## src/core/ret_rot_pkg.sv

```systemverilog
// constants and types for the return and rotate execution block
// Overview of operation
// - interrupt return pops stack into program counter
// - interrupt return also sets global interrupt enable
// - subroutine return pops stack, touches nothing else
// - literal return loads accumulator and pops stack
// - rotate left, carry in low, msb out
// - target flag selects accumulator or register writeback
// - rotate: 7-bit address, carry only, one cycle
`default_nettype none
package ret_rot_pkg;
    localparam int PC_WIDTH = 13;
    localparam int STACK_DEPTH = 16;
    localparam int SP_WIDTH = 4;
    localparam int FILE_ADDR_WIDTH = 7;
    localparam int DATA_WIDTH = 8;
    localparam int RETURN_CYCLES = 2;
    localparam int ROTATE_CYCLES = 1;
    localparam int GLOBAL_INTERRUPT_ENABLE_BIT = 7;
    localparam logic [PC_WIDTH-1:0] PC_RESET = 13'h0000;
    localparam logic [SP_WIDTH-1:0] SP_RESET = 4'h0;
    localparam logic [DATA_WIDTH-1:0] ACC_RESET = 8'h00;
    localparam logic CARRY_RESET = 1'b0;
    localparam logic TARGET_ACCUMULATOR = 1'b0;
    localparam logic TARGET_REGISTER = 1'b1;

    // operation requested by the fetch/decode stage
    typedef enum logic [3:0] {
        OP_NONE = 4'h0,
        OP_RETURN_FROM_INTERRUPT = 4'h1,
        OP_RETURN_FROM_SUBROUTINE = 4'h2,
        OP_RETURN_WITH_LITERAL = 4'h3,
        OP_ROTATE_LEFT_THROUGH_CARRY = 4'h4
    } opcode_type;

    // one-hot execution states
    typedef enum logic [1:0] {
        ST_IDLE = 2'b01,
        ST_SECOND = 2'b10
    } exec_state_type;
endpackage
`default_nettype wire

```

## src/core/return_stack_mem.sv

```systemverilog
// small return address memory with registered read data
`timescale 1ns/10ps
`default_nettype none
module return_stack_mem
    import ret_rot_pkg::*;
#(
    parameter int DEPTH = STACK_DEPTH,
    parameter int AW = SP_WIDTH,
    parameter int DW = PC_WIDTH
) (
    input wire logic mclk,
    input wire logic writeEnable,
    input wire logic [AW-1:0] writeAddr,
    input wire logic [DW-1:0] writeData,
    input wire logic [AW-1:0] readAddr,
    output logic [DW-1:0] readData
);
    logic [DW-1:0] entries [DEPTH];

    // no reset on storage; read data is one cycle behind the address
    always_ff @(posedge mclk) begin
        if (writeEnable) begin
            entries[writeAddr] <= writeData;
        end
        readData <= entries[readAddr];
    end
endmodule
`default_nettype wire

```

## src/core/return_and_rotate_execution.sv

```systemverilog
// execution of the three returns and rotate left through carry
`timescale 1ns/10ps
`default_nettype none
module return_and_rotate_execution
    import ret_rot_pkg::*;
#(
    parameter int DEPTH = STACK_DEPTH
) (
    input wire logic mclk,
    input wire logic resetn,
    input wire logic opValid,
    input wire opcode_type opCode,
    input wire logic [DATA_WIDTH-1:0] literal,
    input wire logic [FILE_ADDR_WIDTH-1:0] fileAddr,
    input wire logic resultTarget,
    input wire logic [DATA_WIDTH-1:0] fileData,
    input wire logic pushValid,
    input wire logic [PC_WIDTH-1:0] pushAddr,
    output logic opReady,
    output logic [PC_WIDTH-1:0] programCounter,
    output logic pcLoad,
    output logic [DATA_WIDTH-1:0] accumulator,
    output logic carryFlag,
    output logic globalInterruptEnableSet,
    output logic fileWriteEnable,
    output logic [FILE_ADDR_WIDTH-1:0] fileWriteAddr,
    output logic [DATA_WIDTH-1:0] fileWriteData,
    output logic [SP_WIDTH-1:0] stackPointer
);
    ////////////////////////////////////////////////////////////////////////
    // behaviour notes for whoever drives this block
    //
    // request handshake
    // - a request is taken at a rising edge with opValid and opReady high
    // - opValid while opReady is low is dropped without any sign
    // - codes other than the four operations are ignored in idle
    // - opCode, literal and fileData need only stand in the take cycle
    // - opReady never depends on opValid, so no loop forms through the caller
    //
    // rotate left through carry, one cycle
    // - cycle 0: opCode, fileData, fileAddr and resultTarget stand
    // - cycle 1: carryFlag plus accumulator or the write port updated
    // - the write port keeps address and data; only the enable pulses
    // - back-to-back rotates chain through the registered carry
    // - fileAddr is passed through unchecked; all seven bits are legal
    // - no other status bit is touched; those live outside this block
    //
    // returns, two cycles
    // - cycle 0: the top entry is read out of the stack memory
    // - cycle 1: opReady low, nothing new is taken
    // - cycle 2: pcLoad pulses with the popped entry in programCounter
    // - cycle 2: stackPointer one lower, accumulator or enable pulse updated
    // - the enable pulse only asks for the global enable bit to be set;
    //   the interrupt control register itself lives outside
    // - returns leave carry and every other status bit alone
    //
    // pushes
    // - pushValid writes pushAddr into the slot that stackPointer names
    // - the read port is registered, which costs a return its second
    //   cycle but keeps the storage a plain synchronous memory
    // - a return taken at the same edge as a push pops the older entry;
    //   keep the two at least one cycle apart
    // - a push during a return's second cycle is lost, the pop wins
    //
    // stack memory
    // - depth comes from a parameter; the pointer is four bits wide
    // - storage has no reset, so a pop before any push returns junk
    // - that junk can only reach programCounter, never the flags
    //
    // outputs
    // - pcLoad, the enable pulse and fileWriteEnable stand one cycle
    // - programCounter, accumulator and the write port hold until changed
    // - opReady is combinational from the state, so it settles early
    //
    // reset
    // - every register except the stack memory clears asynchronously; opReady is high at once
    // - a request may be made at the first edge after release
    //
    // limitations
    // - the stack pointer wraps silently; no overflow or underflow reset
    // - nothing here ever clears the global enable bit
    // - refused requests give no error; the caller must watch opReady
    ////////////////////////////////////////////////////////////////////////

    // state, registered outputs and their next values
    exec_state_type state, next_state;
    logic [SP_WIDTH-1:0] next_stackPointer;
    logic [PC_WIDTH-1:0] next_programCounter;
    logic next_pcLoad;
    logic [DATA_WIDTH-1:0] next_accumulator;
    logic next_carryFlag;
    logic next_globalInterruptEnableSet;
    logic next_fileWriteEnable;
    logic [FILE_ADDR_WIDTH-1:0] next_fileWriteAddr;
    logic [DATA_WIDTH-1:0] next_fileWriteData;
    opcode_type pendingOp, next_pendingOp;
    logic [DATA_WIDTH-1:0] pendingLiteral, next_pendingLiteral;
    logic [SP_WIDTH-1:0] popIndex;
    logic [PC_WIDTH-1:0] poppedReturnEntry;
    logic [DATA_WIDTH-1:0] rotated;
    logic rotateCarry;
    logic isReturn;

    // stack pointer points at next free slot, so top sits one below
    function automatic logic [SP_WIDTH-1:0] below(input logic [SP_WIDTH-1:0] sp);
        return sp - 4'h1;
    endfunction

    ////////////////////////////////////////////////////////////////////////
    // return address storage
    assign popIndex = below(stackPointer);

    return_stack_mem #(
        .DEPTH(DEPTH),
        .AW(SP_WIDTH),
        .DW(PC_WIDTH)
    ) stackMem (
        .mclk(mclk),
        .writeEnable(pushValid),
        .writeAddr(stackPointer),
        .writeData(pushAddr),
        .readAddr(popIndex),
        .readData(poppedReturnEntry)
    );

    ////////////////////////////////////////////////////////////////////////
    // rotate datapath: old carry enters bit 0, old bit 7 leaves to carry
    assign rotated = {fileData[DATA_WIDTH-2:0], carryFlag};
    assign rotateCarry = fileData[DATA_WIDTH-1];

    assign isReturn = (opCode == OP_RETURN_FROM_INTERRUPT) ||
                      (opCode == OP_RETURN_FROM_SUBROUTINE) ||
                      (opCode == OP_RETURN_WITH_LITERAL);

    // a return occupies the second cycle, so new work waits
    assign opReady = (state == ST_IDLE);

    ////////////////////////////////////////////////////////////////////////
    // next-state logic
    always_comb begin
        next_state = state;
        next_stackPointer = stackPointer;
        next_programCounter = programCounter;
        next_pcLoad = 1'b0;
        next_accumulator = accumulator;
        next_carryFlag = carryFlag;
        next_globalInterruptEnableSet = 1'b0;
        next_fileWriteEnable = 1'b0;
        next_fileWriteAddr = fileWriteAddr;
        next_fileWriteData = fileWriteData;
        next_pendingOp = pendingOp;
        next_pendingLiteral = pendingLiteral;
        if (pushValid) begin
            next_stackPointer = stackPointer + 4'h1;
        end
        unique case (state)
            ST_IDLE: begin
                if (opValid && isReturn) begin
                    // first cycle: memory is reading the top entry
                    next_pendingOp = opCode;
                    next_pendingLiteral = literal;
                    next_state = ST_SECOND;
                end else if (opValid && opCode == OP_ROTATE_LEFT_THROUGH_CARRY) begin
                    next_carryFlag = rotateCarry;
                    if (resultTarget == TARGET_REGISTER) begin
                        next_fileWriteEnable = 1'b1;
                        next_fileWriteAddr = fileAddr;
                        next_fileWriteData = rotated;
                    end else begin
                        next_accumulator = rotated;
                    end
                end
            end
            ST_SECOND: begin
                // second cycle: top entry valid, pop completes
                next_programCounter = poppedReturnEntry;
                next_pcLoad = 1'b1;
                next_stackPointer = popIndex;
                if (pendingOp == OP_RETURN_FROM_INTERRUPT) begin
                    next_globalInterruptEnableSet = 1'b1;
                end
                if (pendingOp == OP_RETURN_WITH_LITERAL) begin
                    next_accumulator = pendingLiteral;
                end
                next_state = ST_IDLE;
            end
        endcase
    end

    // registers only
    always_ff @(posedge mclk or negedge resetn) begin
        if (!resetn) begin
            state <= ST_IDLE;
            stackPointer <= SP_RESET;
            programCounter <= PC_RESET;
            pcLoad <= 1'b0;
            accumulator <= ACC_RESET;
            carryFlag <= CARRY_RESET;
            globalInterruptEnableSet <= 1'b0;
            fileWriteEnable <= 1'b0;
            fileWriteAddr <= '0;
            fileWriteData <= '0;
            pendingOp <= OP_NONE;
            pendingLiteral <= '0;
        end else begin
            state <= next_state;
            stackPointer <= next_stackPointer;
            programCounter <= next_programCounter;
            pcLoad <= next_pcLoad;
            accumulator <= next_accumulator;
            carryFlag <= next_carryFlag;
            globalInterruptEnableSet <= next_globalInterruptEnableSet;
            fileWriteEnable <= next_fileWriteEnable;
            fileWriteAddr <= next_fileWriteAddr;
            fileWriteData <= next_fileWriteData;
            pendingOp <= next_pendingOp;
            pendingLiteral <= next_pendingLiteral;
        end
    end
endmodule
`default_nettype wire

```

## config.mk

```make
export PLATFORM = sky130hd
export DESIGN_NAME = return_and_rotate_execution
export DESIGN_NICKNAME = d
export VERILOG_FILES = /design/src/core/ret_rot_pkg.sv /design/src/core/return_stack_mem.sv /design/src/core/return_and_rotate_execution.sv
export SDC_FILE = /design/constraint.sdc
export NUM_CORES = 1
export LEC_CHECK = 0
export ABC_CLOCK_PERIOD_IN_PS = 3500
export BUFFER_PORTS_ARGS = -buffer_cell sky130_fd_sc_hd__buf_2
export CAP_MARGIN = 20
export CORE_ASPECT_RATIO = 1.5
export CORE_MARGIN = 1.5
export CORE_UTILIZATION = 30
export CTS_BUF_LIST = sky130_fd_sc_hd__clkbuf_2
export CTS_CLUSTER_DIAMETER = 100
export CTS_CLUSTER_SIZE = 30
export DETAILED_ROUTE_END_ITERATION = 6
export MAX_ROUTING_LAYER = met4
export PLACE_DENSITY = 0.46
export SLEW_MARGIN = 20
export SYNTH_ARGS = -nofsm -noshare
export SYNTH_HDL_FRONTEND = slang
export SYNTH_SLANG_ARGS = --single-unit
```

## constraint.sdc

```tcl
create_clock -name mclk -period 3.5 [get_ports mclk]
set_clock_uncertainty 0.2 [all_clocks]
set_input_delay 0.35 -clock mclk [delete_from_list [all_inputs] [get_ports mclk]]
set_output_delay 0.35 -clock mclk [all_outputs]
set_load 0.05 [all_outputs]
```

==> impl_results.md <==
* Core footprint at 36,690 µm²
* Outcome: finished, final reports clean
* Pre-antenna DRT Iters at 4
* Fmax at 312.3 MHz
* Postcts setup bufs at 0
* Total gr overflow at 0
* Worst Hold Class: primary input to register
* Die width at 160.3 µm
* Final critical-path required period at 3.203 ns
* Setup TNS at 0 ns
* Post-Syn Area at 11,130 µm²
* Post-Syn Nets at 781
* Fin. Hold Viols at 0
* Clk pin slew, worst setup/hold paths at 0.54 ns
* Peak VDD IR at 544.5 µV
* Ys async rst share at 0.2079
* IO Pins at 90
* Global-route wire length before repair at 41,880 µm
* Sink Count at 279
* Crit path kind: register to output pin
* Post-CTS Resized at 0
* Final ANT Viol Nets at 0
* Final worst slack at 0.2975 ns
* Area Overhead vs Synth at 19.33%
* RSZ-0062 raised after global routing: false
* Period utilization at 0.9150
* Post-Syn Instances at 731
* Slew @ Worst Pin at 1.013 ns
* Die Area at 38,290 µm²
* GR Util All Layers at 0.1491
* Sequential area share after synthesis at 0.7150
* Synthesis-stage register bit count at 279
* Worst-Skew Late Latency at 0.98 ns
* Initial Util at 0.3034
* Avg Inst Size Synth at 15.23 µm²
* RePlAce Congestion at 0.7237
* Vias in the first global route at 6,624
* Routed WL at 27,520 µm
* Crit. End Element: output pin
* Worst rel slew slack at 0.3244
* Number of CTS-inserted buffers at 13
* Final setup viols at 0
* Clk Tree Root Cell: clkbuf_2
* Cts-stage hold buffer count at 104
* Filler cell count at 3,529
* DRT iter0 DRCs at 471
* Static Leak at 0.005254 µW
* I/O Buffers at 89
* Layout cells sized above 1 at 0.1834
* Initial antenna violation count at 2
* Setup WS pre-CTS at 0.9853 ns
* Yosys Warn Count at 0
* Worst path required time at 2.95 ns
* Row Count at 86
* Critical Path Start Type: register
* Drc violations at 0
* Clk buf depth at 3
* Routed len/inst at 19.63 µm
* Die Ht at 238.9 µm
* Nets at 959
* Final Max Tran Viols at 0
* Synth cell types at 38
* H-tree levels at 1
* Primary FF master, synth: edfxtp_1
* Largest net degree at the start of global routing at 55
* CTS tree: yes
* Max-cap violation count at 0
* Worst EP arrival at 2.65 ns
* DR vias at 6,533
* Post-synth EDFFs at 208
* PD cells at 804.0 nW/µm²
* Worst-path fanout max at 53
* Vias per cell at 4.660
* Detailed placer's ending HPWL at 16,770 µm
## metal layers
layer  wire length, µm  share of wire  GRT usage
met4               579          0.021    0.04248
met5                 0              0          -
met1             12000           0.44     0.1835
met2             13860           0.50     0.2582
met3              1086          0.039    0.01787
## synth_stat cells (all sizes together), types with 2 or more instances
cell | number | area, µm²
mux2i | 117 | 1171
mux2 | 34 | 405.4
nand4 | 27 | 183.9
nor4b | 2 | 32.53
nor3 | 2 | 10.01
dfrtp | 57 | 1426
ha | 5 | 62.56
nand2 | 67 | 251.5
and2 | 18 | 112.6
xnor2 | 5 | 43.79
a21oi | 3 | 26.28
nor2 | 5 | 18.77
a31oi | 2 | 12.51
clkbuf | 12 | 45.04
inv | 6 | 22.52
dfxtp | 13 | 260.3
nand2b | 2 | 12.51
buf | 30 | 166.4
nand3 | 105 | 525.5
edfxtp | 208 | 6246
and3 | 2 | 12.51
## through the flow
| stage | utilization | hold slack (ns) | instance area [µm²] | power (µW) | instances |
|---|---|---|---|---|---|
| after floorplan | - | -0.1456 | 11130 | 8038 | 731 |
| after global placement | 0.3298 | 0.2437 | 12100 | 9460 | 1274 |
| after detailed placement | 0.3298 | 0.2477 | 12100 | 9495 | 1274 |
| after CTS | 0.3619 | 0.0007497 | 13280 | 10820 | 1400 |
| after global routing | 0.3620 | 0.009266 | 13280 | 11340 | 1402 |
| final | 0.3620 | 0.07272 | 13280 | 10680 | 1402 |
## cell families after synthesis
group | after synthesis | synth area share
mux | 151 | 0.1416
flops | 279 | 0.7150
buf+inv | 49 | 0.02136
xor+xnor | 6 | 0.004721
fa+ha+maj | 5 | 0.005620
compound gates | 8 | 0.005283
simple gates | 233 | 0.1064
## final timing paths
| kind | startpoint | to | slack [ns] | cells after the start |
|---|---|---|---|---|
| min reg2reg | stackMem.readData[1] | programCounter[1] | 0.20 | 2 |
| min | pushAddr[1] | stackMem.entries[3][1] | 0.07 | 2 |
| max | stackPointer[0] | stackPointer[0] | 0.30 | 2 |
| max in group asynchronous | resetn | accumulator[0] | 2.50 | 4 |
| max reg2reg | stackPointer[1] | stackMem.readData[1] | 0.99 | 7 |
| min in group asynchronous | resetn | programCounter[10] | 0.24 | 4 |
## layout make-up
cell class / instances / area [µm²] / area share
multi-input cells: 403 / 2972 / 0.2237
well taps: 484 / 605.6 / 0.04559
repair buffers: 205 / 1594 / 0.1200
inverters: 7 / 26.28 / 0.001978
clock buffers: 18 / 90.09 / 0.006782
flip-flops and latches: 279 / 7963 / 0.5994
diodes: 2 / 5.005 / 0.0003768
clock inverters: 4 / 28.78 / 0.002166
## critical path, cell delays in order (launching register included)
cell and delay (ns):
dfrtp_4 0.55, buf_4 0.75, buf_2 0.42
## registers in the layout, indices dropped and copies added (netlist names), 2 cells and up
register           count
fileWriteData          8
stackMem.entries     208
state                  2
pendingOp              4
programCounter        13
stackPointer           4
accumulator            8
pendingLiteral         8
fileWriteAddr          7
stackMem.readData     13
## report_power, final
part	switching (µW)	internal (µW)
sequential	296	4170
clock	980	153
combinational	3370	1710
total	4650	6040
## layout by cell type (no fill, tap or decap), types with 4 or more instances in the layout
master,count
ha_1,4
nand2_1,67
mux2i_1,117
dfxtp_1,13
inv_1,5
and2_1,18
edfxtp_1,208
buf_4,12
nor2_1,5
buf_2,89
clkbuf_2,18
nand4_1,26
dfrtp_1,56
nand3_1,105
dlygate4sd3_1,103
mux2_4,6
mux2_2,28
Power figures use the tool's default switching activity.
